**config.mk**
```make
export PLATFORM = sky130hd
export DESIGN_NAME = serial_receive_buffer_status
export DESIGN_NICKNAME = d
export VERILOG_FILES = /design/src/rx_buffer_pkg.sv /design/src/rx_entry_if.sv /design/src/rx_frame_check.sv /design/src/rx_fifo.sv /design/src/serial_receive_buffer_status.sv
export VERILOG_INCLUDE_DIRS = /design/src /design/src/src
export SDC_FILE = /design/constraint.sdc
export NUM_CORES = 1
export LEC_CHECK = 0
export ABC_AREA = 1
export BUFFER_PORTS_ARGS = -buffer_cell sky130_fd_sc_hd__buf_2
export CAP_MARGIN = 10
export CORE_AREA = 4 4 67 131
export DETAILED_ROUTE_END_ITERATION = 12
export DIE_AREA = 0 0 71 135
export PLACE_DENSITY = 0.72
export SLEW_MARGIN = 10
export SYNTH_ARGS = -nofsm -noshare
export SYNTH_HDL_FRONTEND = slang
export SYNTH_SLANG_ARGS = --single-unit
```
**constraint.sdc**
```tcl
create_clock -name core_clk -period 3.3 [get_ports core_clk]
set_input_delay 0.33 -clock core_clk [delete_from_list [all_inputs] [get_ports core_clk]]
set_output_delay 0.33 -clock core_clk [all_outputs]
set_load 0.03 [all_outputs]
```
**src/rx_buffer_consts.svh**
```systemverilog
/*
 Constants of the receive buffer and status block: register offsets, field
 positions, reset values. Assumes inclusion by bare name from src/.
*/
`ifndef RX_BUFFER_CONSTS_SVH
`define RX_BUFFER_CONSTS_SVH

// ****************************************
// Register offsets
// ****************************************
`define OFS_SERIAL_DATA      4'h0
`define OFS_SERIAL_STATUS    4'h1
`define OFS_SERIAL_CONTROL   4'h2
`define OFS_FRAME_FORMAT     4'h3
`define OFS_FRAME_INJECT_LO  4'h4
`define OFS_FRAME_INJECT_HI  4'h5

// ****************************************
// Status register fields
// ****************************************
`define STS_RXC_BIT          7
`define STS_FE_BIT           4
`define STS_DOR_BIT          3
`define STS_PE_BIT           2

// ****************************************
// Control register fields
// ****************************************
`define CTL_RECEIVE_COMPLETE_IRQ_ENABLE_BIT        7
`define CTL_RECEIVER_ENABLE_BIT         4
`define CTL_SIZE2_BIT        2
`define CTL_RX9_BIT          1
`define CTL_TX9_BIT          0

// ****************************************
// Frame format register fields
// ****************************************
`define FMT_PAR_EN_BIT       5
`define FMT_PAR_ODD_BIT      4
`define FMT_STOP2_BIT        3
`define FMT_SIZE_HI          2
`define FMT_SIZE_LO          1

// ****************************************
// Reset values, nine-bit size code and depth
// ****************************************
`define CONTROL_RESET        8'h00
`define FORMAT_RESET         8'h06
`define SIZE_NINE_BIT        3'h7
`define FIFO_DEPTH           2

`endif

```
**src/rx_buffer_pkg.sv**
```systemverilog
/*
 Types shared by the receive buffer modules.
 Assumes nothing beyond a SystemVerilog compiler.
*/
package rx_buffer_pkg;

   typedef struct packed {
      logic [8:0] data;
      logic       frame_error;
      logic       overrun;
      logic       parity_error;
   } rx_entry_t;

   typedef enum logic [1:0] {
      ST_DISABLED = 2'h0,
      ST_IDLE     = 2'h1,
      ST_RECEIVE  = 2'h3
   } rx_state_t;

endpackage : rx_buffer_pkg

```
**src/rx_entry_if.sv**
```systemverilog
/*
 Carries a completed frame from the frame checker into the FIFO.
 Assumes one clock domain.
*/
`timescale 1ns/100ps
interface rx_entry_if;
   logic                   push;
   rx_buffer_pkg::rx_entry_t entry;

   modport source (output push, output entry);
   modport sink   (input push, input entry);
endinterface : rx_entry_if

```
**src/rx_frame_check.sv**
```systemverilog
/*
 Frame checker: converts a shifted frame into a buffer entry with masked
 data, frame and parity error flags. Assumes frame fields stable at done.
*/
`timescale 1ns/100ps
module rx_frame_check
(
   input  wire logic [8:0] frame_data,
   input  wire logic       frame_parity,
   input  wire logic       first_stop,
   input  wire logic       frame_done,
   input  wire logic       overrun,
   input  wire logic [2:0] size_code,
   input  wire logic       parity_enable,
   input  wire logic       parity_odd,
   rx_entry_if.source      out
);
   logic [8:0] mask;
   logic [8:0] data_masked;
   logic       computed;

   // ****************************************
   // Masking and checks
   // ****************************************
   always_comb
   begin
      case (size_code)
         3'h0:    mask = 9'h01F;
         3'h1:    mask = 9'h03F;
         3'h2:    mask = 9'h07F;
         3'h7:    mask = 9'h1FF;
         default: mask = 9'h0FF;
      endcase
   end

   assign data_masked = frame_data & mask;
   assign computed = (^data_masked) ^ parity_odd;

   assign out.push = frame_done;
   assign out.entry.data = data_masked;
   assign out.entry.frame_error = ~first_stop;
   assign out.entry.overrun = overrun;
   // Only flagged when checking is on as the frame enters the FIFO
   assign out.entry.parity_error =
      parity_enable & (computed != frame_parity);
endmodule : rx_frame_check

```
**src/rx_fifo.sv**
```systemverilog
/*
 Two-entry receive FIFO holding character and per-character flags.
 Assumes push only when not full or when the head is popped alongside.
*/
`timescale 1ns/100ps
`include "rx_buffer_consts.svh"
module rx_fifo
(
   input  wire logic                     core_clk,
   input  wire logic                     reset,
   input  wire logic                     flush,
   input  wire logic                     pop,
   rx_entry_if.sink                      in,
   output rx_buffer_pkg::rx_entry_t      head,
   output logic                          count_nonzero,
   output logic                          full
);
   typedef struct packed {
      rx_buffer_pkg::rx_entry_t [1:0] mem;
      logic [1:0]                    count;
   } fifo_state_t;

   fifo_state_t st;
   fifo_state_t next_st;
   logic        do_pop;

   // ****************************************
   // Next state
   // ****************************************
   always_comb
   begin
      next_st = st;
      do_pop = pop && (st.count != 2'h0);
      if (do_pop)
      begin
         next_st.mem[0] = st.mem[1];
         next_st.count = st.count - 2'h1;
      end
      if (in.push && (next_st.count < 2'(`FIFO_DEPTH)))
      begin
         next_st.mem[next_st.count[0]] = in.entry;
         next_st.count = next_st.count + 2'h1;
      end
      if (flush)
         next_st.count = 2'h0;
   end

   always_ff @(posedge core_clk or posedge reset)
   begin
      if (reset)
         st <= '0;
      else
         st <= next_st;
   end

   assign head = st.mem[0];
   assign count_nonzero = st.count != 2'h0;
   assign full = st.count == 2'(`FIFO_DEPTH);
endmodule : rx_fifo

```
**src/serial_receive_buffer_status.sv**
```systemverilog
/*
 Receive buffer and status block of a serial port: register file, receive
 pin capture, frame collection, two-entry FIFO, receive-complete interrupt.
 Assumes a sample strobe from an external bit-timing unit; start detection
 and bit voting happen outside and arrive as bit_valid/start_detect pulses.
*/
// Operation
// - Data read advances FIFO to next entry
// - Receive-complete set while buffer holds data
// - Receiver disable flushes the buffer
// - Interrupt held while flag and enable set
// - Error flags stored with their character
// - Status writes leave error flags unchanged
// - Error flags raise no interrupt
// - Frame error is inverted first stop
// - Only first stop bit is checked
// - Overrun on start with full buffer
// - Overrun clears on successful transfer
// - Parity flag zero when checking disabled
// - Parity enable and odd/even select
// - Parity flag only on mismatch when enabled
// - Disable aborts reception, frees pin
// - First stop bit transfers frame
// - Unused upper data bits read zero
`timescale 1ns/100ps
`include "rx_buffer_consts.svh"
module serial_receive_buffer_status
(
   input  wire logic       core_clk,
   input  wire logic       reset,
   input  wire logic [3:0] address,
   input  wire logic [7:0] write_data,
   input  wire logic       write_strobe,
   input  wire logic       read_strobe,
   output logic      [7:0] read_data,
   input  wire logic       global_irq_enable,
   input  wire logic       receive_pin,
   input  wire logic       start_detect,
   input  wire logic       bit_valid,
   output logic            receive_complete_irq,
   output logic            receive_pin_override,
   output logic            receive_bit
);
   // ****************************************
   // State
   // ****************************************
   typedef struct packed {
      logic [7:0]                control;
      logic [7:0]                format;
      rx_buffer_pkg::rx_state_t  fsm;
      logic [3:0]                bit_index;
      logic [8:0]                shift;
      logic                      parity_bit;
      logic                      stop_bit;
      logic                      frame_done;
      logic                      pending;
      logic [8:0]                pending_data;
      logic                      pending_parity;
      logic                      pending_stop;
      logic                      overrun;
      logic [1:0]                pin_sync;
      logic [7:0]                read_data;
      logic                      irq;
      logic                      pin_override;
   } top_state_t;

   top_state_t st;
   top_state_t next_st;

   rx_entry_if               entry_bus ();
   rx_buffer_pkg::rx_entry_t head;
   logic                     fifo_nonempty;
   logic                     fifo_full;
   logic                     data_read;
   logic                     flush;
   logic [2:0]               size_code;
   logic [3:0]               data_bits;
   logic                     par_en;
   logic                     transfer;
   logic [7:0]               status_view;

   // Head entry as software sees it
   logic                     head_frame_error;
   logic                     head_overrun;
   logic                     head_parity_error;
   logic                     head_ninth;
   logic [7:0]               head_byte;

   // Receive slot decode and interrupt terms
   logic                     line_bit;
   logic                     data_slot;
   logic                     parity_slot;
   logic                     next_nonempty;
   logic                     irq_allowed;

   assign size_code = {st.control[`CTL_SIZE2_BIT],
                       st.format[`FMT_SIZE_HI:`FMT_SIZE_LO]};
   assign par_en = st.format[`FMT_PAR_EN_BIT];
   assign data_read = read_strobe && (address == `OFS_SERIAL_DATA);
   // Disable takes effect at once, no draining
   assign flush = ~st.control[`CTL_RECEIVER_ENABLE_BIT];
   // Pending frame moves in whenever a slot frees up
   assign transfer = st.frame_done && (!fifo_full || data_read);

   always_comb
   begin
      case (size_code)
         3'h0:    data_bits = 4'h5;
         3'h1:    data_bits = 4'h6;
         3'h2:    data_bits = 4'h7;
         3'h7:    data_bits = 4'h9;
         default: data_bits = 4'h8;
      endcase
   end

   // ****************************************
   // Frame layout
   // ****************************************
   // Only the second synchroniser flop feeds logic
   assign line_bit = st.pin_sync[1];
   assign data_slot = st.bit_index < data_bits;
   // Parity slot exists only while checking is on
   assign parity_slot = par_en && (st.bit_index == data_bits);

   // ****************************************
   // Frame checker and FIFO
   // ****************************************
   rx_frame_check u_check
   (
      .frame_data    (st.pending_data),
      .frame_parity  (st.pending_parity),
      .first_stop    (st.pending_stop),
      .frame_done    (transfer),
      .overrun       (st.overrun),
      .size_code     (size_code),
      .parity_enable (par_en),
      .parity_odd    (st.format[`FMT_PAR_ODD_BIT]),
      .out           (entry_bus.source)
   );

   rx_fifo u_fifo
   (
      .core_clk      (core_clk),
      .reset         (reset),
      .flush         (flush),
      .pop           (data_read),
      .in            (entry_bus.sink),
      .head          (head),
      .count_nonzero (fifo_nonempty),
      .full          (fifo_full)
   );

   // ****************************************
   // Head view
   // ****************************************
   // An empty buffer shows neither stale flags nor stale data
   assign head_frame_error = fifo_nonempty & head.frame_error;
   assign head_overrun = fifo_nonempty & head.overrun;
   assign head_parity_error = fifo_nonempty & head.parity_error;
   assign head_ninth = fifo_nonempty & head.data[8];
   assign head_byte = fifo_nonempty ? head.data[7:0] : 8'h00;

   // Error flags come from the FIFO head only; write_data never reaches them
   assign status_view = {fifo_nonempty, 2'h0, head_frame_error,
                         head_overrun, head_parity_error,
                         2'h0};

   // ****************************************
   // Interrupt terms
   // ****************************************
   // Flag value after this edge: popping one of two keeps it set
   assign next_nonempty = transfer
                          || fifo_full
                          || (fifo_nonempty && !data_read);
   assign irq_allowed = st.control[`CTL_RECEIVE_COMPLETE_IRQ_ENABLE_BIT]
                        && st.control[`CTL_RECEIVER_ENABLE_BIT]
                        && global_irq_enable;

   // ****************************************
   // Next state
   // ****************************************
   always_comb
   begin
      next_st = st;
      next_st.pin_sync = {st.pin_sync[0], receive_pin};
      next_st.read_data = 8'h00;

      // Register writes
      if (write_strobe)
      begin
         case (address)
            `OFS_SERIAL_CONTROL:
               next_st.control = {write_data[7:2], st.control[1],
                                  write_data[0]};
            `OFS_FRAME_FORMAT:  next_st.format = write_data;
            default:            next_st.control = next_st.control;
         endcase
      end

      // Register reads, data one cycle later
      if (read_strobe)
      begin
         case (address)
            `OFS_SERIAL_DATA:    next_st.read_data = head_byte;
            `OFS_SERIAL_STATUS:  next_st.read_data = status_view;
            `OFS_SERIAL_CONTROL:
               next_st.read_data = {st.control[7:2], head_ninth,
                                    st.control[0]};
            `OFS_FRAME_FORMAT:   next_st.read_data = st.format;
            default:             next_st.read_data = 8'h00;
         endcase
      end

      // Completed frame held until the buffer accepts it
      if (transfer)
      begin
         next_st.frame_done = 1'b0;
         next_st.overrun = 1'b0;
      end

      // Reception
      case (st.fsm)
         rx_buffer_pkg::ST_DISABLED:
         begin
            if (st.control[`CTL_RECEIVER_ENABLE_BIT])
               next_st.fsm = rx_buffer_pkg::ST_IDLE;
         end
         rx_buffer_pkg::ST_IDLE:
         begin
            if (start_detect)
            begin
               // New start while full and a frame still waits
               if (st.frame_done && !transfer)
                  next_st.overrun = 1'b1;
               next_st.fsm = rx_buffer_pkg::ST_RECEIVE;
               next_st.bit_index = 4'h0;
               next_st.shift = 9'h000;
            end
         end
         rx_buffer_pkg::ST_RECEIVE:
         begin
            if (bit_valid)
            begin
               if (data_slot)
                  next_st.shift[st.bit_index] = line_bit;
               else if (parity_slot)
                  next_st.parity_bit = line_bit;
               else
               begin
                  // First stop bit ends the frame; later ones ignored
                  next_st.stop_bit = line_bit;
                  next_st.frame_done = 1'b1;
                  next_st.pending_data = st.shift;
                  next_st.pending_parity = st.parity_bit;
                  next_st.pending_stop = line_bit;
                  next_st.fsm = rx_buffer_pkg::ST_IDLE;
               end
               next_st.bit_index = st.bit_index + 4'h1;
            end
         end
         default: next_st.fsm = rx_buffer_pkg::ST_DISABLED;
      endcase

      // Disable abandons everything in flight
      if (!next_st.control[`CTL_RECEIVER_ENABLE_BIT])
      begin
         next_st.fsm = rx_buffer_pkg::ST_DISABLED;
         next_st.frame_done = 1'b0;
         next_st.overrun = 1'b0;
      end

      next_st.pin_override = next_st.control[`CTL_RECEIVER_ENABLE_BIT];
      next_st.irq = next_nonempty && irq_allowed;
   end

   // ****************************************
   // Registers
   // ****************************************
   always_ff @(posedge core_clk or posedge reset)
   begin
      if (reset)
      begin
         st <= '0;
         st.control <= `CONTROL_RESET;
         st.format <= `FORMAT_RESET;
         st.fsm <= rx_buffer_pkg::ST_DISABLED;
         st.pin_sync <= 2'b11;
      end
      else
         st <= next_st;
   end

   assign read_data = st.read_data;
   assign receive_complete_irq = st.irq;
   assign receive_pin_override = st.pin_override;
   assign receive_bit = st.stop_bit;
endmodule : serial_receive_buffer_status

```
After elaboration in Yosys (flattened, before gate mapping)

Index checks and enable logic that the tools add are counted.

Add/subtract/negate cells: 3
Order comparisons: 6
Equal/unequal tests: 19
Multiplexer cells: 37
Bitwise gates (word level): 10
Reductions and logical operators: 31

Operator list:

| kind               | number |
|---|---|
| $pmux 9 s4         | 1 |
| $pmux 8 s4         | 1 |
| $mux 14            | 2 |
| $pmux 13 s2        | 1 |
| $bwmux 24          | 1 |
| $mux 8             | 3 |
| $mux 18            | 1 |
| $pmux 4 s4         | 1 |
| $mux 15            | 1 |
| $ne 3x3->1 const B | 5 |
| $mux 13            | 1 |
| $demux 12 s1       | 1 |
| $logic_and 1x1->1  | 12 |
| $mux 12            | 1 |
| $mux 2             | 6 |
| $reduce_and 4->1   | 3 |
| $mux 1             | 10 |
| $and 9x9->9        | 1 |
| $bwmux 9           | 1 |
| $mux 9             | 1 |
| $reduce_xor 9->1   | 1 |
| $eq 4x2->1 const B | 2 |
| $ne 2x2->1 const B | 3 |
| $pmux 2 s3         | 1 |
| other kinds (32)   | 45 |

Register bits after elaboration: 81
Bits of input ports: 20
Output and inout bits: 11
Word-level logic and storage cells: 130

Logic depth before layout (Yosys ltp)

Depth after elaboration: 11
Mapped depth: 13
Gate-level depth less buffers: 13

Hierarchy

From an unflattened synthesis, not the netlist that was laid out.

Cells, all modules: 604
Area total of the unflattened synthesis: 4558.1 µm²

By module, submodules not included:

| module                       | instances | cells each | area each (µm²) |
|---|---|---|---|
| serial_receive_buffer_status | 1         | 366        | 2884.0 |
| rx_fifo                      | 1         | 163        | 1351.3 |
| rx_frame_check               | 1         | 75         | 322.8 |

Least setup slack after synthesis

No wires, ideal clock.

Path type: register -> register
Start point: register st, in the netlist size_code[1]
End point: register st[22] in the netlist's numbering
Setup time: 0.125 ns
Arrival time: 2.018 ns
Data required time: 3.175 ns
Slack: 1.157 ns
Stages on the path, launching flop included: 10
Path through: dfstp_2 > nand2_1 > nand2_1 > inv_1 > ha_1 > nand2_1 > o21ai_0 > nand3_1 > buf_2 > mux2_2

Longest elaborated chain between the ends: 6

RTL lines:

| item                                                               | RTL line                            | source |
|---|---|---|
| start: declaration                                                 | serial_receive_buffer_status.sv:67  | `top_state_t st;` |
| start signal: assignment                                           | serial_receive_buffer_status.sv:290 | `st <= next_st;` |
| $eq 3x3->1, or another cell as far along                           | serial_receive_buffer_status.sv:107 | `case (size_code)` |
| $pmux 4 s4 (*)                                                     | serial_receive_buffer_status.sv:107 |  |
| parallel branches: the longest is 3 deep, another holds $lt 4x4->1 | --                                  |  |
| $reduce_and 4->1 (no line) (*)                                     | --                                  |  |

Mark *: on every way between the ends.
A chain may end at the register's enable or synchronous reset.

Worst setup path in the final report

Start point: register st, in the netlist size_code[1]
End point: register st[36] in the netlist's numbering

Longest elaborated chain between the ends: 5

RTL lines:

| item                                     | RTL line                            | source |
|---|---|---|
| $eq 3x3->1, or another cell as far along | serial_receive_buffer_status.sv:107 |  |
| $pmux 4 s4 (*)                           | serial_receive_buffer_status.sv:107 |  |
| $lt 4x4->1 (*)                           | serial_receive_buffer_status.sv:121 | `assign data_slot = st.bit_index < data_bits;` |
| $ne 2x2->1 (no line) (*)                 | --                                  |  |
| $reduce_and 4->1 (no line) (*)           | --                                  |  |

Every way passes the cells marked *; elsewhere a longest branch is shown, timed or not.

==> key figures <==
Run status
  – Status: finished, final reports clean

Setup path
  – Worst endpoint required time: 3.53 ns
  – R2R cell count: 11
  – R2R Setup Slk: 0.63 ns
  – Crit end category: flip-flop
  – Levels on crit path: 11
  – CP startpoint kind: flip-flop
  – CP arrival: 2.90 ns
  – Crit-path leading delay family: compound AO/OA/AOI/OAI gates
  – Slowest CP cell: o21ai_2
  – Critical-path cell list: nand2_1, nand2_1, inv_1, o21ai_0, ha_1, a21oi_1, o21ai_0, o21ai_2, o211ai_1, nand2_1, nand2_1
  – CP max stage delay: 0.62 ns
  – Worst path buffer plus inverter count: 1
  – Crit Path Category: reg2reg
  – CP Max Fanout: 19
  – Critical path's most frequent cell: nand2_1

CTS
  – Cts bufs inserted: 9
  – TritonCTS clock tree: built
  – H-tree depth: 3
  – Post-CTS Setup Repair Bufs: 0
  – # hold bufs at CTS: 0
  – Clock sink total: 81
  – Clk slew on worst S/H paths: 0.06 ns
  – Root Driver: clkbuf_16
  – Worst skew pair latency: 0.34 ns
  – Bufs on Longest Clock Path: 2
  – # resized after CTS: 0

Floorplanning
  – Die height: 135 um
  – Die area: 0.009585 sq mm
  – Initial Util: 53.55%
  – Ports: 31
  – # rows: 46
  – Die width: 71 um
  – Core area: 0.007828 sq mm

Global route
  – Antenna violations before repair: 0
  – Total track usage: 20.68%
  – First-pass GRT wire length: 15,320 um
  – Pin count of the biggest net entering global routing: 50
  – Number of global-route vias before repair: 3,213
  – Remaining Overflow, GRT: 0

Synthesis
  – Main combinational cell family by area after synthesis: simple AND/OR/NAND/NOR gates
  – #FFs+latches synth: 81
  – Adder-Cell Fraction of Synth Area: 3.284%
  – Mux cell area share after synthesis: 1.881%
  – Complex-gate fraction of the synthesized area: 13.31%
  – Yosys cell types: 36
  – Xor/xnor cell area share of the yosys netlist: 1.015%
  – Sequential share of the synthesized area: 48.48%
  – Synth warn: 0
  – Simple-gate area share of the yosys netlist: 22.93%
  – Post-Synthesis Cell Area: 0.004192 sq mm
  – Syn_nets: 523
  – Synthesized area per cell: 8.519 sq um
  – Synth Instances: 492

Timing
  – RSZ-0062 raised after global routing: false
  – Max_slew headroom: 51.93%
  – Tightest Pin Transition: 0.7210 ns
  – Worst setup margin: 0.6290 ns
  – Clock skew: 0.006384 ns
  – Hold_ws: 0.06372 ns
  – TNS Setup: 0 ns
  – Post-route minimum period: 2.671 ns
  – FMAX: 374.4 MHz
  – Final Hold Fails: 0
  – # setup viols final: 0
  – Final-report max-slew violation count: 0
  – Tcrit/Tclk final: 80.94%

Detailed routing
  – Wire per inst: 14.42 um
  – Routed vias: 3,248
  – DR iter-0 viols: 323
  – Vias per cell: 5.290
  – DR pass1 iterations: 4
  – Remaining DRCs: 0
  – WL final: 8852 um
  – Antenna Nets Post-Route: 0

Power
  – Peak VDD IR: 0.0004450 V
  – Leakage power: 2.385 nW
  – Cell Pwr Density: 719.0 mW/mm^2

Min path
  – HP Class: in2async

Placed design
  – Count of input and output buffers: 30
  – HPWL after DPL: 6556 um
  – Setup WS pre-CTS: 0.6749 ns
  – Area after DPL: 0.004344 sq mm
  – RD Place Congestion: 0.8232

Layout
  – Commonest non-fill, non-tap cell in the layout: nand2_1
  – Nets@finish: 545
  – Fraction of layout cells with a size suffix above 1: 17.95%
  – Area grow syn2layout: 10.15%
  – N_diodes: 0
  – Final instance area: 0.004617 sq mm
  – Most frequent cells in the layout: nand2_1, dfrtp_1, inv_1, o21ai_0, nor2_1

Flow run
  – Max-cap violations: 0
[power by group]
group          switching [mW]  internal [mW]
Sequential              0.176           1.21
Combinational           0.663          0.361
Clock                   0.388          0.525
[flip-flops by register name (all words and copies together) (netlist names), 3 cells and up]
register,count
u_fifo.st,14
size_code,3
u_fifo.head,12
read_data,8
st,39
[cell type report]
cell class / instances / area, sq um
multi-input combinational: 325 / 1778
tap: 96 / 120.1
timing repair buffer: 33 / 172.7
sequential: 81 / 2032
clock buffer: 11 / 242.7
fill: 724 / 3211
clock inverter: 4 / 30.03
inverter: 64 / 241.5
[logic make-up after synthesis]
group	Yosys count
DFF	81
and+or+nand+nor	212
adders and majority gates	11
xor gates and xnor gates	4
buffers and inverters	86
muxes	7
AOI/OAI and AO/OA	91
[stage by stage]
| stage | instances | total power, mW | utilization, % |
|---|---|---|---|
| after global routing | 614 | 3.576 | 58.98 |
| final | 614 | 3.320 | 58.98 |
| after floorplan | 492 | 2.167 | - |
| after global placement | 599 | 2.387 | 55.50 |
| after detailed placement | 599 | 2.417 | 55.50 |
| after CTS | 614 | 3.347 | 58.98 |
[tightest hold or removal path: cells and delay by family]
family                 cells  cell delay, ns
buffers and inverters      3            0.49
[layer usage]
metal	track usage [%]	share of wire, %
met2	33.71	51
met4	9.728	2.3
met3	3.726	4.2
met5	0	0
met1	26.42	42
[cell usage after synthesis]
cell type / instances / area [sq um]
nand2_1: 114 / 427.9
dfrtp_1: 77 / 1927
inv_1: 58 / 217.7
o21ai_0: 38 / 190.2
nor2_1: 31 / 116.4
nand3_1: 30 / 150.1
a21oi_1: 19 / 95.09
nand4_1: 16 / 100.1
ha_1: 11 / 137.6
nand2_2: 11 / 68.82
o21ai_2: 11 / 96.34
o211ai_1: 10 / 75.07
buf_4: 8 / 60.06
mux2_2: 7 / 78.83
clkbuf_1: 6 / 22.52
buf_2: 5 / 25.02
inv_2: 5 / 18.77
dfstp_2: 4 / 105.1
nor3_1: 4 / 20.02
buf_6: 3 / 33.78
o22ai_1: 3 / 18.77
a211oi_1: 2 / 15.01
a221oi_1: 2 / 17.52
a31oi_1: 2 / 12.51
nor2_4: 2 / 22.52
o21ai_1: 2 / 10.01
xor2_1: 2 / 17.52
a21boi_4: 1 / 18.77
a41oi_1: 1 / 8.760
clkinv_1: 1 / 3.750
nand2_4: 1 / 11.26
nand3_4: 1 / 17.52
nor2_8: 1 / 20.02
nor4_1: 1 / 6.260
xnor2_1: 1 / 8.760
xor2_2: 1 / 16.27
[path summary, 6_finish.rpt]
path / from / endpoint
max: size_code[1]$_DFFE_PP1P_ / st[36]$_DFFE_PP0P_
min: reset / st[50]$_DFFE_PP0P_
max reg2reg: size_code[1]$_DFFE_PP1P_ / st[36]$_DFFE_PP0P_
min reg2reg: next_st[11]$_DFF_PP1_ / line_bit$_DFF_PP1_
max in group asynchronous: reset / st[30]$_DFFE_PP0P_
min in group core_clk: receive_pin / next_st[11]$_DFF_PP1_
(Power assumes the default switching activity.)
